$ cat config.mk
export PLATFORM = sky130hd
export DESIGN_NAME = ptmtc_top
export DESIGN_NICKNAME = d
export VERILOG_FILES = /design/src/common/ptmtc_pkg.sv /design/src/rtl/ptmtc_top.sv
export VERILOG_INCLUDE_DIRS = /design/src /design/src/common
export SDC_FILE = /design/constraint.sdc
export NUM_CORES = 1
export LEC_CHECK = 0
export BUFFER_PORTS_ARGS = -buffer_cell sky130_fd_sc_hd__buf_2
export CORE_MARGIN = 5
export CORE_UTILIZATION = 51
export DETAILED_ROUTE_END_ITERATION = 8
export PLACE_DENSITY = 0.73
export SETUP_SLACK_MARGIN = 0.15
export SYNTH_ARGS = -nofsm -noshare
export SYNTH_HDL_FRONTEND = slang
export SYNTH_SLANG_ARGS = --single-unit
export TNS_END_PERCENT = 20
$ cat constraint.sdc
create_clock -name mclk -period 2.3 [get_ports mclk]
set_input_delay 0.345 -clock mclk [delete_from_list [all_inputs] [get_ports mclk]]
set_output_delay 0.345 -clock mclk [all_outputs]
set_load 0.01 [all_outputs]
$ cat src/common/ptmtc_regs.svh
/*
 * constants for the panel test-mode tape controller: clock, tape speeds, timing counts, pattern byte.
 * assumes a single 25 MHz mclk; included by bare name.
 */
`ifndef PTMTC_REGS_SVH
`define PTMTC_REGS_SVH
`define PTMTC_CLK_MHZ 25
`define PTMTC_PATTERN_BYTE 8'hAA
`define PTMTC_NORMAL_IPS 30
`define PTMTC_FAST_IPS 90
// write bit cell time in ns and derived cycle count (rounded down; ptmtc_top clamps it to at least one)
`define PTMTC_BIT_CELL_NS 400
`define PTMTC_BIT_CELL_CYC ((`PTMTC_BIT_CELL_NS * `PTMTC_CLK_MHZ) / 1000)
`endif

$ cat src/common/ptmtc_pkg.sv
/*
 * types for the panel test-mode tape controller.
 * assumes nothing beyond a SystemVerilog compiler.
 */
package ptmtc_pkg;
   typedef enum logic [2:0] {
      FN_IDLE,
      FN_FWD,
      FN_REV,
      FN_REWIND,
      FN_RECORD,
      FN_PLAY
   } ptmtc_fn_e;
endpackage : ptmtc_pkg

$ cat src/rtl/ptmtc_top.sv
/*
 * panel test-mode tape controller: turns panel keys into tape motion, pattern writing and read enable.
 * assumes keys and tape sensors are asynchronous pins, active high; motor and direction outputs to transport are active low, fast_speed active high.
 */
`timescale 1ns/1ps
`include "ptmtc_regs.svh"
// Function
// latched key runs until another key pressed
// hold switch press cancels latched function
// with hold, function runs while key held
// forward with cartridge runs normal speed
// tape end stops forward motion
// reverse mirrors forward, tape backward
// rewind runs backward at fast speed
// rewind stops at tape beginning
// record runs forward writing AA bytes
// latched record stops at end or hold
// record without cartridge still drives motor
// with hold, record only while held
// playback runs forward, enables reading
// one function at a time, no overlap
// reset leaves motor stopped, writing off
module ptmtc_top (
   input wire logic mclk,
   input wire logic rst_n,
   input wire logic panel_hold_switch,
   input wire logic forward_key,
   input wire logic reverse_key,
   input wire logic rewind_key,
   input wire logic pattern_record_key,
   input wire logic playback_key,
   input wire logic cartridge_present,
   input wire logic tape_end,
   input wire logic tape_begin,
   output logic motor_run_n,
   output logic forward_dir_n,
   output logic fast_speed,
   output logic write_enable,
   output logic write_clock,
   output logic write_data,
   output logic read_active_strobe
);
   localparam int CELL_CYC = (`PTMTC_BIT_CELL_CYC < 1) ? 1 : `PTMTC_BIT_CELL_CYC;
   localparam int CW = $clog2(CELL_CYC + 1);

   ////////////////////////////////////////////////////////////////////////////////
   // two-stage synchronisers for every key, switch and sensor pin; first stage feeds only the second
   logic [8:0] sync1;
   logic [8:0] sync2;
   always_ff @(posedge mclk) begin
      sync1 <= {panel_hold_switch, forward_key, reverse_key, rewind_key, pattern_record_key,
                playback_key, cartridge_present, tape_end, tape_begin};
      sync2 <= sync1;
   end
   wire hold = sync2[8];
   wire k_fwd = sync2[7];
   wire k_rev = sync2[6];
   wire k_rew = sync2[5];
   wire k_rec = sync2[4];
   wire k_play = sync2[3];
   wire cart = sync2[2];
   wire at_end = sync2[1];
   wire at_begin = sync2[0];

   // previous key levels give press edges
   logic [4:0] keys_q;
   logic hold_q;
   wire [4:0] keys = {k_fwd, k_rev, k_rew, k_rec, k_play};
   wire [4:0] press = keys & ~keys_q;
   always_ff @(posedge mclk) begin
      if (!rst_n) begin
         keys_q <= 5'h1F;
         hold_q <= 1'b1;
      end else begin
         keys_q <= keys;
         hold_q <= hold;
      end
   end
   wire hold_press = hold & ~hold_q;

   ////////////////////////////////////////////////////////////////////////////////
   // key decode; fixed priority so only one function is ever picked
   function automatic ptmtc_pkg::ptmtc_fn_e pick(input logic [4:0] k);
      if (k[4]) pick = ptmtc_pkg::FN_FWD;
      else if (k[3]) pick = ptmtc_pkg::FN_REV;
      else if (k[2]) pick = ptmtc_pkg::FN_REWIND;
      else if (k[1]) pick = ptmtc_pkg::FN_RECORD;
      else if (k[0]) pick = ptmtc_pkg::FN_PLAY;
      else pick = ptmtc_pkg::FN_IDLE;
   endfunction : pick

   ptmtc_pkg::ptmtc_fn_e fn;
   ptmtc_pkg::ptmtc_fn_e next_fn;
   ptmtc_pkg::ptmtc_fn_e pend_fn;
   wire ptmtc_pkg::ptmtc_fn_e pressed_fn = pick(press);
   wire ptmtc_pkg::ptmtc_fn_e held_fn = pick(keys);

   // level of the key that owns a function; idle owns none, the two spare codes read as idle
   function automatic logic key_down(input ptmtc_pkg::ptmtc_fn_e f, input logic [4:0] k);
      unique case (f)
         ptmtc_pkg::FN_FWD: key_down = k[4];
         ptmtc_pkg::FN_REV: key_down = k[3];
         ptmtc_pkg::FN_REWIND: key_down = k[2];
         ptmtc_pkg::FN_RECORD: key_down = k[1];
         ptmtc_pkg::FN_PLAY: key_down = k[0];
         default: key_down = 1'b0;
      endcase
   endfunction : key_down

   // key of the running function still down (momentary mode)
   wire own_key_down = key_down(fn, keys);

   // tape direction of each function, used by the motor lines and by the sensor stops
   function automatic logic runs_forward(input ptmtc_pkg::ptmtc_fn_e f);
      runs_forward = f == ptmtc_pkg::FN_FWD || f == ptmtc_pkg::FN_RECORD || f == ptmtc_pkg::FN_PLAY;
   endfunction : runs_forward
   function automatic logic runs_backward(input ptmtc_pkg::ptmtc_fn_e f);
      runs_backward = f == ptmtc_pkg::FN_REV || f == ptmtc_pkg::FN_REWIND;
   endfunction : runs_backward
   // a function whose sensor already shows its limit is refused, so no one-cycle motor pulse at a limit
   function automatic logic blocked(input ptmtc_pkg::ptmtc_fn_e f, input logic e, input logic b);
      blocked = (runs_forward(f) && e) || (runs_backward(f) && b);
   endfunction : blocked

   // sensor stops: end stops forward functions, beginning stops backward ones
   wire fwd_fn = runs_forward(fn);
   wire stop_end = fwd_fn && at_end;
   wire stop_begin = runs_backward(fn) && at_begin;
   // cartridge needed for all but record, which drives the motor regardless
   function automatic logic needs_cart(input ptmtc_pkg::ptmtc_fn_e f);
      needs_cart = f != ptmtc_pkg::FN_RECORD && f != ptmtc_pkg::FN_IDLE;
   endfunction : needs_cart

   // function selection: new press replaces old, hold cancels, momentary mode follows keys;
   // a function parked by a switch takes over again once its idle cycle has passed
   always_comb begin
      next_fn = (fn == ptmtc_pkg::FN_IDLE) ? pend_fn : fn;
      if (hold_press) begin
         next_fn = ptmtc_pkg::FN_IDLE;
      end else if (hold) begin
         if (own_key_down) next_fn = fn;
         else next_fn = held_fn;
      end else if (pressed_fn != ptmtc_pkg::FN_IDLE) begin
         next_fn = pressed_fn;
      end
      if (needs_cart(next_fn) && !cart) next_fn = ptmtc_pkg::FN_IDLE;
      if (blocked(next_fn, at_end, at_begin)) next_fn = ptmtc_pkg::FN_IDLE;
   end

   // pass through idle when switching so both directions never drive together
   wire switching = fn != ptmtc_pkg::FN_IDLE && next_fn != fn;
   always_ff @(posedge mclk) begin
      if (!rst_n) fn <= ptmtc_pkg::FN_IDLE;
      else if (switching) fn <= ptmtc_pkg::FN_IDLE;
      else fn <= next_fn;
   end

   // the new function waits here through the idle cycle; the press edge is gone by then
   always_ff @(posedge mclk) begin
      if (!rst_n) pend_fn <= ptmtc_pkg::FN_IDLE;
      else if (switching) pend_fn <= next_fn;
      else pend_fn <= ptmtc_pkg::FN_IDLE;
   end

   ////////////////////////////////////////////////////////////////////////////////
   // pattern serialiser: one bit per two cell counts (write_clock low then high), msb first, byte repeats forever
   logic [CW-1:0] cell_cnt;
   logic [2:0] bit_idx;
   logic cell_half;
   localparam logic [7:0] PATTERN = `PTMTC_PATTERN_BYTE;
   wire recording = fn == ptmtc_pkg::FN_RECORD;
   wire cell_tick = cell_cnt == CW'(CELL_CYC - 1);
   always_ff @(posedge mclk) begin
      if (!rst_n || !recording) begin
         cell_cnt <= '0;
         bit_idx <= 3'h7;
         cell_half <= 1'b0;
      end else if (cell_tick) begin
         cell_cnt <= '0;
         cell_half <= ~cell_half;
         if (cell_half) bit_idx <= bit_idx - 3'h1;
      end else begin
         cell_cnt <= cell_cnt + CW'(1);
      end
   end

   ////////////////////////////////////////////////////////////////////////////////
   // registered transport outputs, all low-active drive lines idle high
   wire run = fn != ptmtc_pkg::FN_IDLE;
   always_ff @(posedge mclk) begin
      if (!rst_n) begin
         motor_run_n <= 1'b1;
         forward_dir_n <= 1'b1;
         fast_speed <= 1'b0;
         write_enable <= 1'b0;
         write_clock <= 1'b0;
         write_data <= 1'b0;
         read_active_strobe <= 1'b0;
      end else begin
         motor_run_n <= ~run;
         forward_dir_n <= ~fwd_fn;
         fast_speed <= fn == ptmtc_pkg::FN_REWIND;
         write_enable <= recording;
         write_clock <= recording & cell_half;
         write_data <= recording & PATTERN[bit_idx];
         read_active_strobe <= fn == ptmtc_pkg::FN_PLAY;
      end
   end

   ////////////////////////////////////////////////////////////////////////////////
   // checks
   property p_hold_cancels;
      @(posedge mclk) disable iff (!rst_n) hold_press |=> fn == ptmtc_pkg::FN_IDLE;
   endproperty
   a_hold_cancels: assert property (p_hold_cancels) else $error("hold press left function running");
   property p_latch;
      @(posedge mclk) disable iff (!rst_n)
         (!hold && fn == ptmtc_pkg::FN_FWD && !stop_end && press == 5'h00 && cart) |=> fn == ptmtc_pkg::FN_FWD;
   endproperty
   a_latch: assert property (p_latch) else $error("latched forward dropped");
   property p_momentary;
      @(posedge mclk) disable iff (!rst_n)
         (hold && !hold_press && fn == ptmtc_pkg::FN_FWD && !k_fwd) |=> fn != ptmtc_pkg::FN_FWD;
   endproperty
   a_momentary: assert property (p_momentary) else $error("momentary forward kept running");
   property p_end_stop;
      @(posedge mclk) disable iff (!rst_n) (fwd_fn && at_end) |=> fn == ptmtc_pkg::FN_IDLE;
   endproperty
   a_end_stop: assert property (p_end_stop) else $error("tape end did not stop");
   property p_begin_stop;
      @(posedge mclk) disable iff (!rst_n) stop_begin |=> fn == ptmtc_pkg::FN_IDLE;
   endproperty
   a_begin_stop: assert property (p_begin_stop) else $error("tape begin did not stop");
   property p_rewind_fast;
      @(posedge mclk) disable iff (!rst_n) fn == ptmtc_pkg::FN_REWIND |=> fast_speed && !motor_run_n && forward_dir_n;
   endproperty
   a_rewind_fast: assert property (p_rewind_fast) else $error("rewind not fast backward");
   property p_record_drive;
      @(posedge mclk) disable iff (!rst_n) recording |=> !motor_run_n && !forward_dir_n && write_enable;
   endproperty
   a_record_drive: assert property (p_record_drive) else $error("record not driving forward");
   property p_play_read;
      @(posedge mclk) disable iff (!rst_n) fn == ptmtc_pkg::FN_PLAY |=> read_active_strobe && !write_enable;
   endproperty
   a_play_read: assert property (p_play_read) else $error("playback not reading");
   property p_via_idle;
      @(posedge mclk) disable iff (!rst_n) (run && $changed(fn)) |-> $past(fn) == ptmtc_pkg::FN_IDLE;
   endproperty
   a_via_idle: assert property (p_via_idle) else $error("function changed without idle gap");
   property p_reset_idle;
      @(posedge mclk) !rst_n |=> motor_run_n && !write_enable;
   endproperty
   a_reset_idle: assert property (p_reset_idle) else $error("reset left motor or write on");

   ////////////////////////////////////////////////////////////////////////////////
   // output checks look one edge after the state, since every output is registered
   // only record may run with no cartridge loaded
   property p_cart_needed;
      @(posedge mclk) disable iff (!rst_n) !cart |=> fn == ptmtc_pkg::FN_IDLE || fn == ptmtc_pkg::FN_RECORD;
   endproperty
   a_cart_needed: assert property (p_cart_needed) else $error("function ran without cartridge");
   // the first bit on tape is the top bit of the pattern byte
   property p_first_bit;
      @(posedge mclk) disable iff (!rst_n) $rose(recording) |=> write_data == PATTERN[7];
   endproperty
   a_first_bit: assert property (p_first_bit) else $error("pattern did not start with top bit");
   // momentary record ends with its key
   property p_momentary_rec;
      @(posedge mclk) disable iff (!rst_n) (hold && !hold_press && recording && !k_rec) |=> !recording;
   endproperty
   a_momentary_rec: assert property (p_momentary_rec) else $error("momentary record kept running");
   // forward runs the motor forward at normal speed
   property p_forward_drive;
      @(posedge mclk) disable iff (!rst_n)
         fn == ptmtc_pkg::FN_FWD |=> !motor_run_n && !forward_dir_n && !fast_speed;
   endproperty
   a_forward_drive: assert property (p_forward_drive) else $error("forward not normal speed forward");
   // reverse runs the motor backward at normal speed
   property p_reverse_drive;
      @(posedge mclk) disable iff (!rst_n)
         fn == ptmtc_pkg::FN_REV |=> !motor_run_n && forward_dir_n && !fast_speed;
   endproperty
   a_reverse_drive: assert property (p_reverse_drive) else $error("reverse not normal speed backward");
   // playback moves the tape forward at normal speed
   property p_play_dir;
      @(posedge mclk) disable iff (!rst_n)
         fn == ptmtc_pkg::FN_PLAY |=> !motor_run_n && !forward_dir_n && !fast_speed;
   endproperty
   a_play_dir: assert property (p_play_dir) else $error("playback not moving forward");
   // with nothing selected, motor, writing and reading all rest
   property p_idle_quiet;
      @(posedge mclk) disable iff (!rst_n)
         fn == ptmtc_pkg::FN_IDLE |=> motor_run_n && forward_dir_n && !write_enable && !read_active_strobe;
   endproperty
   a_idle_quiet: assert property (p_idle_quiet) else $error("idle left a drive line active");
   // the write lines stay low unless recording
   property p_write_only_record;
      @(posedge mclk) disable iff (!rst_n) !recording |=> !write_enable && !write_clock && !write_data;
   endproperty
   a_write_only_record: assert property (p_write_only_record) else $error("write lines active");
   // a parked function starts once the idle cycle is over
   property p_pend_lands;
      @(posedge mclk) disable iff (!rst_n)
         (fn == ptmtc_pkg::FN_IDLE && pend_fn != ptmtc_pkg::FN_IDLE && !hold && press == 5'h00 && cart
            && !blocked(pend_fn, at_end, at_begin)) |=> fn == $past(pend_fn);
   endproperty
   a_pend_lands: assert property (p_pend_lands) else $error("switched function never started");

   // covers for the main scenarios
   c_record: cover property (@(posedge mclk) disable iff (!rst_n) recording ##1 write_data);
   c_rewind: cover property (@(posedge mclk) disable iff (!rst_n) fn == ptmtc_pkg::FN_REWIND ##1 stop_begin);
   c_play: cover property (@(posedge mclk) disable iff (!rst_n) read_active_strobe);
   c_switch: cover property (@(posedge mclk) disable iff (!rst_n) fn == ptmtc_pkg::FN_FWD ##2 fn == ptmtc_pkg::FN_REV);
   c_bare_record: cover property (@(posedge mclk) disable iff (!rst_n) !cart && recording);
endmodule : ptmtc_top

* Yosys cells after proc, flatten, opt, wreduce, memory -nomap -nowiden
Memory sizes are Yosys's and may differ from the RTL's. A register that Yosys moved wholly into a read port is not among the register bits. Cells that the tools add are included.
Cells by class: bitwise gates (word level) 10, equality and inequality tests 13, add/subtract/negate cells 2, mux-type cells 21, reductions and logical operators 23, $lt $le $gt $ge 1
Operators with widths (number):
- two-way mux 3 bit | 19
- == test 3 x 2 -> 1 bit (second input constant) | 4
- == test 3 bit (second input constant) | 4
- nonzero test 3 bit | 3
- logical OR 1 bit | 7
- == test 3 x 1 -> 1 bit (second input constant) | 2
- bitwise AND 5 bit | 1
- logical AND 1 bit | 5
- NOT 1 bit | 5
- NOT 5 bit | 1
- case mux 1 bit (5 select lines) | 1
- adder 4 x 1 -> 4 bit (second input constant) | 1
- == test 4 bit (second input constant) | 1
- < comparator 3 x 4 -> 1 bit (second input constant) | 1
- AND reduction 2 bit | 2
- OR reduction 2 bit | 2
- bitwise AND 1 bit | 3
- zero test 1 bit | 3
- zero test 3 bit | 1
- != test 3 bit | 1
- != test 3 bit (second input constant) | 1
- subtractor 3 x 1 -> 3 bit (second input constant) | 1
- two-way mux 1 bit | 1
Storage, ports and cells: register bits 45, bits in read-only memories 8, input bits 11, memories kept 1, word-level logic and storage cells 87, output and inout bits 7
Memories:
- (name not given) | words 8, bits a word 1, rd ports 1, clocked after Yosys merged registers in 1, wr ports 0, line ptmtc_top.sv:205 | write_data <= recording & PATTERN[bit_idx];

* Logic depth before layout (Yosys ltp)
word-level depth 24, mapped depth 8, mapped depth without buffers 7

* Least setup slack after synthesis
OpenSTA, ideal clock, no wires.
kind register to register, from reg fn[0], to reg fn[1], buffers on the path 0, path slack -0.026 ns, stages on the path, launching flop included 8, setup time 0.069 ns, period minus slack after synthesis 2.326 ns, arrival 2.257 ns, cell sequence dfxtp_1 -> or2b_1 -> o221ai_1 -> mux2_2 -> a2bb2oi_1 -> mux2_4 -> or4_4 -> o21ai_1
On the way: word-level cells in the longest chain between the ends 18
RTL lines:
- start, declared | line ptmtc_top.sv:92 | ptmtc_pkg::ptmtc_fn_e fn;
- start signal, assigned | line ptmtc_top.sv:153 | if (!rst_n) fn <= ptmtc_pkg::FN_IDLE;
- start signal, assigned | line ptmtc_top.sv:154 | else if (switching) fn <= ptmtc_pkg::FN_IDLE;
- start signal, assigned | line ptmtc_top.sv:155 | else fn <= next_fn;
- == test 3 bit (tied with other cells) | line ptmtc_top.sv:100 | unique case (f)
- case mux 1 bit (5 select lines) / two-way mux 3 bit (equally long branches) | line ptmtc_top.sv:100, ptmtc_top.sv:137
- two-way mux 3 bit (on tied branches) | line ptmtc_top.sv:141, ptmtc_top.sv:143
- two-way mux 3 bit | line ptmtc_top.sv:140 | end else if (hold) begin
- two-way mux 3 bit | line ptmtc_top.sv:138 | if (hold_press) begin
- != test 3 bit / nonzero test 3 bit (equally long branches) | line ptmtc_top.sv:131 | needs_cart = f != ptmtc_pkg::FN_RECORD && f != ptmtc_pkg::FN_IDLE;
- logical AND 1 bit | line ptmtc_top.sv:131
- logical AND 1 bit | line ptmtc_top.sv:146 | if (needs_cart(next_fn) && !cart) next_fn = ptmtc_pkg::FN_IDLE;
- two-way mux 3 bit | line ptmtc_top.sv:146
- == test 3 x 1 -> 1 bit / == test 3 bit (equally long branches) | line ptmtc_top.sv:115 | runs_forward = f == ptmtc_pkg::FN_FWD || f == ptmtc_pkg::FN_RECORD || f == ptmtc_pkg::FN_PLAY;
- logical OR 1 bit (2 in series) | line ptmtc_top.sv:115
- logical AND 1 bit | line ptmtc_top.sv:122 | blocked = (runs_forward(f) && e) || (runs_backward(f) && b);
- logical OR 1 bit | line ptmtc_top.sv:122
- two-way mux 3 bit | line ptmtc_top.sv:147 | if (blocked(next_fn, at_end, at_begin)) next_fn = ptmtc_pkg::FN_IDLE;
- != test 3 bit | line ptmtc_top.sv:151 | wire switching = fn != ptmtc_pkg::FN_IDLE && next_fn != fn;
- logical AND 1 bit | line ptmtc_top.sv:151
- OR reduction 2 bit (no source line)
Several ways; a longest one is shown, not always the timed one. A chain may end at the register's enable or synchronous reset.

* Final worst setup path
from reg fn[0], to reg fn[0]
The elaborated chain is that of the path after synthesis.

==> impl_metrics.yaml <==
logic_synthesis:
  syn_area_per_cell_um2: 9.62
  ys_seq_area_frac: 0.512
  synth_nets: 192
  ys.flop_type: "dfxtp_1"
  synth_common_cells: "dfxtp_1, nand2_1, nor2_1, inv_1, nand2b_1"
  synthTopCellsByArea: "dfxtp_1, nand2b_1, nand2_1"
  netlist_instances: 179
  async_flop_share: 0
  synth_edf_count: 0
  ys_types: 52
  synth_area_um2: 1720
  ys_ff_latch: 44
  yosysTopAreaCellShare: 0.512
  yosysMostFrequentCell: "dfxtp_1"
  synth_top_cell_by_area: "dfxtp_1"
  yosysWarnings: 0
floorplan:
  coreArea_um2: 3310
  rows: 21
  dieArea_um2: 4640
  initial_utilization: 0.520
  chipHeight_um: 68.1
  die_w_um: 68.1
  ios: 18
cts:
  cts_max_level: 2
  clock_path_buffers: 2
  clk_latency_ns: 0.35
  cts.sinks: 44
  ctsHoldBuffers: 0
  cts_buffers: 5
  path_clk_slew_ns: 0.13
  clock_tree.root_cell: "clkbuf_4"
  cts_tree: "yes"
critical_path:
  regToRegSetupSlack_ns: -0.09
  worstRegToRegCells: 7
  path_class: "reg -> reg"
  worstReg2RegEnd: "fn[0]"
  crit_required_ns: 2.59
  rr_startpoint: "fn[0]"
  crit_arrival_ns: 2.68
  start_kind: "flip-flop"
  end_kind: "flip-flop"
  path_max_fanout: 7
sta:
  min_period_ns: 2.39
  final-setup-viol-count: 5
  setup_slack_ns: -0.0898
  tns_ns: -0.256
  relSlewSlack: 0.641
  slew_violations: 0
  fin_crit_sh: 1.04
  fmax_mhz: 418
  hold_violations: 0
  finClkSkew_ns: 0.0148
  tightest_slew_ns: 0.534
  rsz0062_at_grt: "yes"
pwr:
  p_leak_nw: 0.903
  power_density_nw_per_um2: 697
  vdd_ir_drop_max_mv: 0.474
  fin_total_pwr_mw: 1.49
worst_hold_path:
  min_to: "sync1[2]"
  hp-start: "cartridge_present"
  hp-class: "in -> reg"
  whs_path_depth: 1
global_route:
  grt_pass1_vias: 1377
  grt_max_degree: 15
  antenna_found_initial: 0
  grt-ovfl-total: 0
  grt.total_usage: 0.173
  grt_pass1_wl_um: 5900
cells_and_area:
  nNetsFinal: 233
  fin_cells: 267
  drive_gt1_frac: 0.321
  n_antenna_cell: 0
  final_area_um2: 2140
  syn_to_final_growth_pct: 24.5
detailed_routing:
  routedWlPerCell_um: 12.8
  drc_errors: 0
  totalWireLength_um: 3410
  drt-vias-per-instance: 5.16
  drt_iter0_markers: 72
  routed-via-count: 1378
  ant_nets: 0
  firstDrtPassIters: 4
run_status:
  outcome: "finished, violations left"
  violations: "setup timing"
place:
  portBuffers: 17
  dp_hpwl_um: 2620
  routabilityCongestion: 0.930
  dp_slack_ns: -0.0920
  dpl_cell_area_um2: 2020
  dp_cells: 258
run:
  drv_cap: 0
-- registers in the layout (all words and copies together) (netlist names), 3 cells and up, named ones only --
| name | flops |
|---|---|
| sync2 | 9 |
| keys_q | 5 |
| fn | 3 |
| sync1 | 9 |
| pend_fn | 3 |
| cell_cnt | 4 |
-- cell usage in the layout (no fill, tap or decap), drive strengths merged, types with 4 or more instances in the layout --
| cell | n |
|---|---|
| a21oi | 7 |
| nor2 | 17 |
| buf | 38 |
| nor4 | 4 |
| inv | 11 |
| nand2 | 17 |
| clkbuf | 6 |
| dfxtp | 44 |
| o21ai | 5 |
| and2 | 5 |
| nand4 | 4 |
| nand2b | 11 |
-- kinds of logic (layout without fill, tap and decap cells) --
kind of cell,Yosys count,after routing,synth area share
AOI/OAI and AO/OA,32,32,0.135
xor gates and xnor gates,3,3,0.0153
adders and majority gates,2,2,0.0145
buffers and inverters,15,57,0.0400
DFF,44,44,0.512
muxes,4,4,0.0276
and+or+nand+nor,79,79,0.256
-- per-layer routing --
layer / track usage / share of wire / vias up
li1: - / - / 705
met1: 0.189 / 0.42 / 638
met2: 0.302 / 0.51 / 26
met3: 0.0525 / 0.050 / 9
met4: 0.0819 / 0.021 / 0
met5: 0 / 0 / -
-- critical path, stage by stage, from the launching register on --
cell and delay, ns:
dfxtp_4 0.41, or2b_1 0.26, o221ai_2 0.20, mux2_4 0.34
a2bb2oi_2 0.15, mux2_4 0.31, or4_4 0.53, o21ai_1 0.13
-- layout make-up --
type | instances | area [um2]
multi-input cells | 120 | 818
clock buffers | 6 | 51.3
flip-flops and latches | 44 | 893
clock inverters | 2 | 38.8
repair buffers | 38 | 243
inverters | 11 | 41.3
fillers | 274 | 1170
well taps | 46 | 57.6
-- report_power, final --
group          internal (mW)  total, mW  leakage, nW  switching, mW
Combinational         0.0960      0.186        0.488         0.0902
Sequential             0.790      0.810        0.366         0.0201
Clock                  0.260      0.497       0.0484          0.236
-- worst max-delay path by stage --
stage / startpoint / to / slack, ns / cells after the start
after floorplan: fn[0] / fn[0] / 0.1 / 7
after global placement: fn[0] / fn[2] / -0.02 / 7
after detailed placement: fn[2] / fn[0] / -0.09 / 7
after CTS: fn[0] / fn[2] / -0.09 / 7
after global routing: fn[0] / fn[2] / -0.18 / 7
final: fn[0] / fn[0] / -0.09 / 7
-- stage by stage --
stage,util,hold WS [ns]
floorplan,-,0.310
global route,0.647,0.0664
finish,0.647,0.0863
CTS,0.645,0.0725
detailed placement,0.611,0.314
global placement,0.611,0.310
-- timing repair --
item                       CTS  global route
pin swaps                    0             0
gates cloned                 0             0
setup buffers                1             0
resized for setup            4             4
setup endpoints to repair    6             6
Note: power is estimated with default switching activity, not from simulation.
